$ cat src/status_flags_pkg.sv
// Package: offsets, field positions, reset values and types for the flags register
package status_flags_pkg;

    // Mirror addresses of the register, one per data-memory bank
    localparam logic [8:0] FLAGS_ADDR_BANK0 = 9'h003;
    localparam logic [8:0] FLAGS_ADDR_BANK1 = 9'h083;
    localparam logic [8:0] FLAGS_ADDR_BANK2 = 9'h103;
    localparam logic [8:0] FLAGS_ADDR_BANK3 = 9'h183;
    localparam logic [6:0] FLAGS_ADDR_LOW   = 7'h03;

    // Field positions
    localparam int BIT_IND_BANK  = 7;
    localparam int BIT_DIR_HIGH  = 6;
    localparam int BIT_DIR_LOW   = 5;
    localparam int BIT_TIMEOUT   = 4;
    localparam int BIT_POWERDOWN = 3;
    localparam int BIT_ZERO      = 2;
    localparam int BIT_DIGIT     = 1;
    localparam int BIT_CARRY     = 0;

    // Reset values: bank bits clear, reset-cause flags set, arithmetic flags cleared
    localparam logic [2:0] BANK_RESET  = 3'h0;
    localparam logic       CAUSE_RESET = 1'h1;
    localparam logic [2:0] ARITH_RESET = 3'h0;

    // Instruction classes the execution logic presents
    typedef enum logic [3:0] {
        OP_NONE,
        OP_MOVE,
        OP_LOGIC,
        OP_ADD,
        OP_SUB,
        OP_ROT_RIGHT,
        OP_ROT_LEFT,
        OP_CLEAR,
        OP_SWAP,
        OP_BITOP
    } alu_op_t;

    // One instruction as seen by the register
    typedef struct packed {
        logic       valid;
        alu_op_t    op;
        logic [8:0] dest_addr;
        logic       dest_file;
        logic [7:0] src_a;
        logic [7:0] src_b;
        logic [7:0] wr_data;
    } instr_t;

    // Reset-cause events
    typedef struct packed {
        logic power_up;
        logic wdt_clear;
        logic sleep_entry;
        logic wdt_timeout;
    } cause_evt_t;

endpackage

$ cat src/cpu_status_flags_register.sv
// Processor status register with ALU flags, reset-cause flags and bank select
////////////////////////////////////////////////////////////////////////////////
module cpu_status_flags_register (
    input  wire logic                        clk,
    input  wire logic                        sys_rst,
    input  wire status_flags_pkg::instr_t    instr,
    input  wire status_flags_pkg::cause_evt_t cause,
    input  wire logic [6:0]                  direct_low_addr,
    input  wire logic [7:0]                  fsr_value,
    output logic [7:0]                       flags_value,
    output logic [7:0]                       alu_result,
    output logic [8:0]                       direct_addr,
    output logic [8:0]                       indirect_addr
);

    logic [7:0] flags_reg,  flags_next;
    logic [7:0] result_reg, result_next;
    logic [8:0] daddr_reg,  daddr_next;
    logic [8:0] iaddr_reg,  iaddr_next;

    // Mirror decode: only the low seven bits matter, any bank hits
    function automatic logic hits_flags(input logic [8:0] a);
        return a[6:0] == status_flags_pkg::FLAGS_ADDR_LOW;
    endfunction

    logic [8:0] sum9;
    logic [4:0] sum5;
    logic [7:0] res;
    logic       aff_z, aff_c, aff_dc;
    logic       zf, cf, dcf;
    logic       wr_hit;

    ////////////////////////////////////////////////////////////////////////////
    // ALU result and flag computation
    always_comb begin
        sum9   = 9'h000;
        sum5   = 5'h00;
        res    = instr.src_a;
        aff_z  = 1'b0;
        aff_c  = 1'b0;
        aff_dc = 1'b0;
        cf     = flags_reg[status_flags_pkg::BIT_CARRY];
        dcf    = flags_reg[status_flags_pkg::BIT_DIGIT];
        unique case (instr.op)
            status_flags_pkg::OP_ADD: begin
                sum9   = {1'b0, instr.src_a} + {1'b0, instr.src_b};
                sum5   = {1'b0, instr.src_a[3:0]} + {1'b0, instr.src_b[3:0]};
                res    = sum9[7:0];
                cf     = sum9[8];
                dcf    = sum5[4];
                aff_z  = 1'b1;
                aff_c  = 1'b1;
                aff_dc = 1'b1;
            end
            status_flags_pkg::OP_SUB: begin
                // a - b as a + ~b + 1; carry out is the inverted borrow
                sum9   = {1'b0, instr.src_a} + {1'b0, ~instr.src_b} + 9'h001;
                sum5   = {1'b0, instr.src_a[3:0]} + {1'b0, ~instr.src_b[3:0]} + 5'h01;
                res    = sum9[7:0];
                cf     = sum9[8];
                dcf    = sum5[4];
                aff_z  = 1'b1;
                aff_c  = 1'b1;
                aff_dc = 1'b1;
            end
            status_flags_pkg::OP_LOGIC: begin
                res   = instr.src_b;
                aff_z = 1'b1;
            end
            status_flags_pkg::OP_ROT_RIGHT: begin
                res   = {flags_reg[status_flags_pkg::BIT_CARRY], instr.src_a[7:1]};
                cf    = instr.src_a[0];
                aff_c = 1'b1;
            end
            status_flags_pkg::OP_ROT_LEFT: begin
                res   = {instr.src_a[6:0], flags_reg[status_flags_pkg::BIT_CARRY]};
                cf    = instr.src_a[7];
                aff_c = 1'b1;
            end
            status_flags_pkg::OP_CLEAR: begin
                res   = 8'h00;
                aff_z = 1'b1;
            end
            status_flags_pkg::OP_SWAP: res = {instr.src_a[3:0], instr.src_a[7:4]};
            status_flags_pkg::OP_MOVE: res = instr.src_a;
            status_flags_pkg::OP_BITOP: res = instr.wr_data;
            status_flags_pkg::OP_NONE: res = instr.src_a;
        endcase
        zf = (res == 8'h00);
        if (!instr.valid) begin
            aff_z  = 1'b0;
            aff_c  = 1'b0;
            aff_dc = 1'b0;
        end
    end

    ////////////////////////////////////////////////////////////////////////////
    // Next register value: destination write, then flag override
    always_comb begin
        flags_next  = flags_reg;
        result_next = instr.valid ? res : result_reg;
        wr_hit      = instr.valid && instr.dest_file && hits_flags(instr.dest_addr);
        if (wr_hit) begin
            // An op that moves any arithmetic flag keeps all three from the write
            flags_next[7:5] = res[7:5];
            flags_next[4:3] = flags_reg[4:3];
            if (!(aff_z || aff_c || aff_dc)) begin
                flags_next[2:0] = res[2:0];
            end
            if (instr.op == status_flags_pkg::OP_CLEAR) begin
                flags_next[7:5] = status_flags_pkg::BANK_RESET;
            end
        end
        // ALU flags win over the destination write
        if (aff_z) flags_next[status_flags_pkg::BIT_ZERO]  = zf;
        if (aff_c) flags_next[status_flags_pkg::BIT_CARRY] = cf;
        if (aff_dc) flags_next[status_flags_pkg::BIT_DIGIT] = dcf;
        // Reset-cause flags move only on hardware events, never on writes
        if (cause.wdt_timeout) flags_next[status_flags_pkg::BIT_TIMEOUT] = 1'b0;
        if (cause.power_up || cause.wdt_clear || cause.sleep_entry) begin
            flags_next[status_flags_pkg::BIT_TIMEOUT] = 1'b1;
        end
        if (cause.sleep_entry) flags_next[status_flags_pkg::BIT_POWERDOWN] = 1'b0;
        if (cause.power_up || cause.wdt_clear) begin
            flags_next[status_flags_pkg::BIT_POWERDOWN] = 1'b1;
        end
        // Bank decode from the value about to be held
        daddr_next = {flags_next[status_flags_pkg::BIT_DIR_HIGH],
                      flags_next[status_flags_pkg::BIT_DIR_LOW], direct_low_addr};
        iaddr_next = {flags_next[status_flags_pkg::BIT_IND_BANK], fsr_value};
    end

    ////////////////////////////////////////////////////////////////////////////
    // State registers; arithmetic flags have no defined reset, cleared for safety
    always_ff @(posedge clk) begin
        if (sys_rst) begin
            flags_reg  <= {status_flags_pkg::BANK_RESET, status_flags_pkg::CAUSE_RESET,
                           status_flags_pkg::CAUSE_RESET, status_flags_pkg::ARITH_RESET};
            result_reg <= 8'h00;
            daddr_reg  <= 9'h000;
            iaddr_reg  <= 9'h000;
        end else begin
            flags_reg  <= flags_next;
            result_reg <= result_next;
            daddr_reg  <= daddr_next;
            iaddr_reg  <= iaddr_next;
        end
    end

    assign flags_value   = flags_reg;
    assign alu_result    = result_reg;
    assign direct_addr   = daddr_reg;
    assign indirect_addr = iaddr_reg;

    ////////////////////////////////////////////////////////////////////////////
    // Checks
    cause_ro_a: assert property (@(posedge clk) disable iff (sys_rst)
        (instr.valid && !cause.power_up && !cause.wdt_clear && !cause.sleep_entry
         && !cause.wdt_timeout) |=> $stable(flags_reg[4:3]))
        else $error("cause bits changed by write");
    clear_file_a: assert property (@(posedge clk) disable iff (sys_rst)
        (instr.valid && instr.dest_file && hits_flags(instr.dest_addr)
         && instr.op == status_flags_pkg::OP_CLEAR) |=> (flags_reg[7:5] == 3'h0 && flags_reg[2]
         && flags_reg[1:0] == $past(flags_reg[1:0])))
        else $error("clear file wrong");
    add_carry_a: assert property (@(posedge clk) disable iff (sys_rst)
        (instr.valid && instr.op == status_flags_pkg::OP_ADD) |=>
         flags_reg[0] == (({1'b0, $past(instr.src_a)} + {1'b0, $past(instr.src_b)}) > 9'h0ff))
        else $error("add carry wrong");
    sub_borrow_a: assert property (@(posedge clk) disable iff (sys_rst)
        (instr.valid && instr.op == status_flags_pkg::OP_SUB) |=>
         flags_reg[0] == ($past(instr.src_a) >= $past(instr.src_b)))
        else $error("sub borrow wrong");
    sub_digit_a: assert property (@(posedge clk) disable iff (sys_rst)
        (instr.valid && instr.op == status_flags_pkg::OP_SUB) |=>
         flags_reg[1] == ($past(instr.src_a[3:0]) >= $past(instr.src_b[3:0])))
        else $error("digit borrow wrong");
    rot_carry_a: assert property (@(posedge clk) disable iff (sys_rst)
        (instr.valid && instr.op == status_flags_pkg::OP_ROT_RIGHT) |=>
         flags_reg[0] == $past(instr.src_a[0]))
        else $error("rotate carry wrong");
    zero_flag_a: assert property (@(posedge clk) disable iff (sys_rst)
        (instr.valid && instr.op == status_flags_pkg::OP_ADD) |=>
         flags_reg[2] == (8'($past(instr.src_a) + $past(instr.src_b)) == 8'h00))
        else $error("zero flag wrong");
    bank_decode_a: assert property (@(posedge clk) disable iff (sys_rst)
        direct_addr[8:7] == flags_reg[6:5] && indirect_addr[8] == flags_reg[7])
        else $error("bank decode wrong");
    sleep_flag_a: assert property (@(posedge clk) disable iff (sys_rst)
        (cause.sleep_entry && !cause.power_up && !cause.wdt_clear) |=>
         (flags_reg[4] && !flags_reg[3]))
        else $error("sleep flags wrong");
    add_digit_a: assert property (@(posedge clk) disable iff (sys_rst)
        (instr.valid && instr.op == status_flags_pkg::OP_ADD) |=>
         flags_reg[1] == (({1'b0, $past(instr.src_a[3:0])} + {1'b0, $past(instr.src_b[3:0])})
         > 5'h0f))
        else $error("add digit carry wrong");
    rot_left_a: assert property (@(posedge clk) disable iff (sys_rst)
        (instr.valid && instr.op == status_flags_pkg::OP_ROT_LEFT) |=>
         flags_reg[0] == $past(instr.src_a[7]))
        else $error("rotate left carry wrong");
    // A rotate into the register must leave zero and digit carry alone
    arith_mask_a: assert property (@(posedge clk) disable iff (sys_rst)
        (instr.valid && instr.dest_file
         && instr.dest_addr[6:0] == status_flags_pkg::FLAGS_ADDR_LOW
         && (instr.op == status_flags_pkg::OP_ROT_RIGHT
             || instr.op == status_flags_pkg::OP_ROT_LEFT)) |=>
         flags_reg[2:1] == $past(flags_reg[2:1]))
        else $error("rotate wrote masked flags");
    mirror_write_a: assert property (@(posedge clk) disable iff (sys_rst)
        (instr.valid && instr.dest_file && instr.op == status_flags_pkg::OP_MOVE
         && instr.dest_addr[6:0] == status_flags_pkg::FLAGS_ADDR_LOW) |=>
         (flags_reg[7:5] == $past(instr.src_a[7:5])
          && flags_reg[2:0] == $past(instr.src_a[2:0])))
        else $error("mirror write wrong");
    // No disable here: the reset itself is what is watched
    reset_value_a: assert property (@(posedge clk)
        sys_rst |=> flags_reg[7:3] == 5'h03)
        else $error("reset value wrong");

endmodule

$ cat config.mk
export PLATFORM = sky130hd
export DESIGN_NAME = cpu_status_flags_register
export DESIGN_NICKNAME = d
export VERILOG_FILES = /design/src/status_flags_pkg.sv /design/src/cpu_status_flags_register.sv
export SDC_FILE = /design/constraint.sdc
export NUM_CORES = 1
export LEC_CHECK = 0
export BUFFER_PORTS_ARGS = -buffer_cell sky130_fd_sc_hd__buf_2
export CAP_MARGIN = 10
export CORE_MARGIN = 2
export CORE_UTILIZATION = 55
export CTS_BUF_LIST = sky130_fd_sc_hd__clkbuf_2
export DETAILED_ROUTE_END_ITERATION = 7
export PLACE_DENSITY = 0.88
export SETUP_SLACK_MARGIN = 0.3
export SLEW_MARGIN = 0
export SYNTH_ARGS = -nofsm -noshare
export SYNTH_HDL_FRONTEND = slang
export SYNTH_SLANG_ARGS = --single-unit
$ cat constraint.sdc
create_clock -name clk -period 4.4 [get_ports clk]
set_input_delay 0.88 -clock clk [delete_from_list [all_inputs] [get_ports clk]]
set_output_delay 0.88 -clock clk [all_outputs]
set_load 0.03 [all_outputs]
==> results of run 1 <==
-- worst paths after layout --
kind,slack [ps],endpoint,cells after the start
setup / recovery,1350,flags_value[2]$_SDFFE_PP0P_,11
hold / removal,480,flags_value[4]$_SDFFE_PP1P_,2
setup reg to reg,2410,flags_value[2]$_SDFFE_PP0P_,6
hold reg to reg,480,flags_value[4]$_SDFFE_PP1P_,2
-- cells in the mapped netlist (6+ instances only) --
master,instances,area [um2]
inv_1,20,75.1
mux2_2,6,67.6
a211oi_1,8,60.1
a21oi_1,19,95.1
clkbuf_1,13,48.8
nor2_1,23,86.3
nor2b_1,27,169
dfxtp_1,31,621
a221o_1,6,60.1
ha_1,16,200
nand2_1,16,60.1
mux2i_1,8,80.1
nand2b_1,6,37.5
o21ai_0,10,50.1
buf_2,6,30.0
-- stage by stage --
stage / cell area, um2 / power (mW)
after floorplan: 2490 / 0.495
after global placement: 2890 / 0.570
after detailed placement: 2890 / 0.575
after CTS: 2920 / 0.698
after global routing: 2920 / 0.740
final: 2920 / 0.700
-- power groups by stage --
stage	clock network [mW]	logic (mW)	registers [mW]
floorplan	0	0.155	0.339
global placement	0	0.263	0.307
detailed placement	0	0.267	0.308
CTS	0.128	0.268	0.302
global route	0.138	0.298	0.304
finish	0.126	0.271	0.302
-- per-layer routing --
layer  wire, um  vias up  GRT usage [%]
met5          0        -              0
met3        537        8           6.33
met2       3280      121           44.2
met1       2680     1154           34.8
met4         63        0           6.08
li1           -     1253              -
-- cell type report --
type                    count  area [um2]
flip-flops and latches     31         621
inverters                  20        75.1
multi-input cells         229        1660
clock inverters             2        8.76
fillers                   357        1440
well taps                  52        65.1
repair buffers             92         463
clock buffers               5        25.0
-- cell families (layout without fill, tap and decap cells) --
kind of cell               after synthesis  after routing
and+or+nand+nor                        106            106
DFF                                     31             31
AOI/OAI and AO/OA                       85             85
buffers and inverters                   45            119
muxes                                   14             14
adders and majority gates               18             18
xor gates and xnor gates                 6              6
-- sequential cells by signal (all words and copies together) (netlist names) --
| register | count |
|---|---|
| alu_result | 8 |
| direct_addr | 7 |
| indirect_addr | 8 |
| flags_value | 8 |
-- worst min-delay path: cells and delay by family (launching register included) --
| kind | cells | cell delay [ps] |
|---|---|---|
| flip-flops | 1 | 360 |
| AO/OA/AOI/OAI | 1 | 60 |
| AND/OR/NAND/NOR | 1 | 50 |
-- cell usage in the layout (no fill, tap or decap), types with 3 or more instances in the layout --
cell type,synthesis,routed
ha_1,16,16
nand2_1,16,16
mux2_2,6,6
and2_1,3,3
buf_2,6,91
clkbuf_2,0,5
inv_1,20,20
nand2b_1,6,6
o31a_1,4,4
a21oi_1,19,19
a22oi_1,3,3
mux2i_1,8,8
a221o_1,6,6
nand3_1,5,5
nor2_1,23,23
dfxtp_1,31,31
nor2b_1,27,27
xnor2_1,5,5
o2bb2ai_1,3,3
a32oi_1,5,5
a31oi_1,3,3
o221ai_1,4,4
o22ai_1,3,3
a211oi_1,8,8
o21ai_0,10,10
nor3_1,5,5
==> run metrics, run 1 <==
final worst setup slack 1350 ps; switching pwr 0.264 mW; power per cell area 240 mW/mm2; clk_skew 10.3 ps; initial antenna violation count 0; RSZ-0062 raised after global routing no; highest clock rate 328 MHz; syn nets 383; post-CTS setup buffers 0; pre-CTS setup slack 1040 ps; placed insts 424; CP Capture Type register; Final Setup Violations 0; critical path peak fanout 5; Buf/Inv on CP 3; Hold Buf Count CTS 0; grt ovf 0; main combinational cell family by area after synthesis compound AO/OA/AOI/OAI gates; Routed WL per cell 15.2 um; syn avg cell area 8.16 um2; DRC Markers 0; cells after synthesis 305; status complete, no violations; Final nets 457; dpl hpwl 5100 um; Sw Ratio 37.7%; max-cap viol count 0; CTS tree built; final wirelength 6560 um; fraction of the mapped netlist area in simple logic gates 24.4%; Initial DRC Count 218; register clock-pin slew on the reported worst setup and hold paths 160 ps; Post-synth EDFFs 0; Worst path most repeated cell inv_1; Least-Margin Pin Slew 534 ps; final hold vios 0; Flop pwr share 43.2%; largest net degree at the start of global routing 32; htree depth 2; area grow syn2layout 17.3%; Pre-antenna DRT Iters 7; worst IR drop on VDD 0.201 mV; post-CTS sizing 0; fin crit share 69.4%; Primary FF master, synth dfxtp_1; clk root buf clkbuf_2; clk sinks 31; CP max-delay cell or4_4; crit path from instr[16]; Chip Width 71.3 um; clock power share 18.1%; post-route ant nets 0; Rows 24; logic gate share of total power 38.8%; Synth async-reset ratio 0%; WS Path Type in -> reg; Largest stage delay, worst path 550 ps; arrival time worst endpoint 3350 ps; first-pass GRT wire length 10,900 um; vias in the first global route 2,396; Pins Over Slew Limit 0; Yosys Warn Count 0; Distinct cells, synth 57; share of layout cells above drive strength 1 29.0%; Final Core Density 67.0%; # port buffers 91; GR Util All Layers 26.5%; HP Class reg -> reg; fin cells 431; hold slack 479 ps; CP delay by family, top compound AO/OA/AOI/OAI gates; post-synthesis compound-gate area fraction 24.6%; Mapped Area 0.00249 mm2; vias 2,536; FF-to-FF Start flags_value[0]$_SDFFE_PP0P_; Synth Area in Adders 9.65%; setup_tns 0 ps; CORE AREA 0.00435 mm2; min-delay src flags_value[4]$_SDFFE_PP1P_; CP Cell Sequence buf_2, inv_1, ha_1, inv_1, fa_1, a22o_1, a222oi_1, a21oi_1, or4_4, nor4_2, a41o_1; Clock Path Buffers 2; CTS Buf Count 5; sequential area share after synthesis 24.9%; worst rel slew slack 64.3%; # IOs 94; crit path launch type input port; Pleak 1.36 nW; mux cell area share after synthesis 5.93%; FF+latch count, synth 31; die area 0.00508 mm2; xor and xnor area share after synthesis 2.11%; Period minus WS final 3050 ps; worst skew pair latency 350 ps; DIE HEIGHT 71.3 um; Antenna Cells 0; gpl congestion 0.937; Int Pwr 0.436 mW; Critical Path RT 4700 ps; Avg Vias per Cell 5.88; Initial Util 57.2%
Power figures use the tool's default switching activity.
==> inputs of run 2 (changes only) <==
- CORE_UTILIZATION: 55 -> 46
- PLACE_DENSITY: 0.88 -> 0.79
- clock period: 4.4 -> 2.75 ns (I/O delays scaled with it)
==> run 2 against run 1 <==
Compared with the run above: setup slack worse by 1100 ps; sequential cell count stayed put; critical path depth unchanged; cell count up 13%; largest cell class unchanged; via count increased by 8.8%; non-clock buffer count rose by 37; register-to-register slack worse by 1600 ps; clock skew down 0.81 ps.
==> run metrics, run 2 (synthesis gave the netlist of run 1 again) <==
CP Capture Type register; final hold vios 0 (unchanged); CP Cell Sequence buf_6, inv_4, ha_4, inv_2, fa_1, a22o_1, a222oi_1, a21oi_2, or4_4, nor4_2, a41o_1; Worst R2R Setup Slack 860 ps (-1550 ps); clk_skew 9.44 ps (-0.809 ps); Chip Width 77.6 um (+8.8%); register clock-pin slew on the reported worst setup and hold paths 150 ps (about the same); gpl congestion 0.985 (+5.1%); Largest stage delay, worst path 450 ps (-100 ps); highest clock rate 405 MHz; Critical Path RT 3060 ps (-1640 ps); largest net degree at the start of global routing 32 (unchanged); Final Core Density 63.5% (-3.6 points); vias in the first global route 2,613 (+9.1%); FF-to-FF path depth 6 (unchanged); Period minus WS final 2470 ps; hold depth 2 (unchanged); initial antenna violation count 0 (unchanged); power per cell area 369 mW/mm2 (+54%); clk root buf clkbuf_2; Hold Path End flags_value[3]$_SDFFE_PP1P_; area grow syn2layout 31.9%; RSZ-0062 raised after global routing yes; worst IR drop on VDD 0.315 mV (+57%); Routed WL per cell 15.2 um (about the same); htree depth 2 (unchanged); Final Setup Violations 0 (unchanged); first-pass GRT wire length 12,600 um (+15%); post-route ant nets 0 (unchanged); Final nets 494 (+8.1%); commonest cells after routing, fill and taps aside buf_2, buf_4, dfxtp_1; max-cap viol count 0 (unchanged); fin crit share 89.7%; Antenna Cells 0 (unchanged); CP max-delay cell fa_1; critical path peak fanout 2 (-3); Initial DRC Count 217 (-0.46%); DIE HEIGHT 77.6 um (+8.8%); arrival time worst endpoint 2770 ps (-580 ps); share of layout cells above drive strength 1 38.4% (+9.3 points); # IOs 94 (unchanged); status complete, no violations; die area 0.00601 mm2 (+18%); pre-CTS setup slack -174 ps (-1210 ps); grt ovf 0 (unchanged); # port buffers 91 (unchanged); min-delay src cause[1]; Rows 26 (+8.3%); Pins Over Slew Limit 0 (unchanged); HP Class in -> reg; WS Path Type in -> reg; clk sinks 31 (unchanged); CTS Buf Count 5 (unchanged); Initial Util 48.1% (-9.0 points); worst skew pair latency 340 ps (about the same); worst flop-to-flop path endpoint flags_value[2]$_SDFFE_PP0P_; CTS tree built; CORE AREA 0.00517 mm2 (+19%); worst rel slew slack 64.8% (+0.50 points); final worst setup slack 283 ps (-1060 ps); Clock Path Buffers 2 (unchanged); Fillers 443 (+24%); Pre-antenna DRT Iters 5 (-2); Hold Buf Count CTS 0 (unchanged); crit path launch type input port; dpl hpwl 5900 um (+16%); GR Util All Layers 25.7% (-0.80 points); FF-to-FF Start flags_value[0]$_SDFFE_PP0P_; most common cell after layout, fill and taps aside buf_2; Least-Margin Pin Slew 529 ps (-5.53 ps); Avg Vias per Cell 5.67 (-3.7%); vias 2,760 (+8.8%); DRC Markers 0 (unchanged); Pleak 1.56 nW (+14%); final wirelength 7410 um (+13%)
run 2: changes by cell type in the layout (fill, tap and decap cells not counted), moves of 2 or more:
cell / previous run / this run
inv_1: 20 / 18
nor3_2: 0 / 2
a211oi_2: 0 / 2
nor3_1: 5 / 3
a211oi_1: 8 / 6
buf_4: 1 / 38
clkbuf_2: 5 / 7
run 2: repair_timing:
action	4_1_cts	5_1_grt
pin swaps	7	4
resized for setup	6	6
buffers inserted	1	1
setup endpoints to repair	1	6
run 2: final cells by class:
cell class,instances,area (um2),share of cell area (%)
timing repair buffer,129,747,22.8
inverter,20,77.6,2.36
clock inverter,1,5.00,0.152
tap,70,87.6,2.67
multi-input combinational,229,1710,52.1
clock buffer,7,35.0,1.07
sequential,31,621,18.9
run 2: worst max-delay path: cells and delay by family:
kind	cells	cell delay (ps)
AOI/OAI and AO/OA	4	870
adders and majority gates	2	580
buffers and inverters	3	180
and+or+nand+nor	2	580
run 2: worst max path at each step:
| stage | from | slack [ps] | depth (start not counted) | endpoint |
|---|---|---|---|---|
| 3_5_place_dp | instr[16] | -170 | 11 | flags_value[2]$_SDFFE_PP0P_ |
| 4_1_cts | instr[16] | 200 | 11 | flags_value[2]$_SDFFE_PP0P_ |
| 2_1_floorplan | instr[16] | 90 | 10 | flags_value[2]$_SDFFE_PP0P_ |
| 6_report | instr[16] | 280 | 11 | flags_value[2]$_SDFFE_PP0P_ |
| 3_3_place_gp | instr[16] | -110 | 11 | flags_value[2]$_SDFFE_PP0P_ |
| 5_1_grt | instr[16] | 270 | 11 | flags_value[2]$_SDFFE_PP0P_ |
run 2: power by group:
group          internal (mW)  total, mW  switching (mW)
sequential             0.474      0.483         0.00926
clock                 0.0695      0.215           0.145
combinational          0.222      0.512           0.290
total                  0.766       1.21           0.445
run 2: metal layers:
layer	GRT usage (%)	wire length (um)
met5	0	0
met4	5.18	123
met3	4.07	581
met2	43.7	3570
met1	34.5	3130
run 2: per-stage QoR:
stage          area [um2]  total power, mW  TNS, ps  cells  hold slack, ps
2_1_floorplan        2500            0.795        0    305             583
3_5_place_dp         3180            0.980     -175    477             443
6_report             3280             1.21        0    487             375
3_3_place_gp         3180            0.973     -112    477             440
5_1_grt              3280             1.29        0    487             366
4_1_cts              3250             1.20        0    486             362
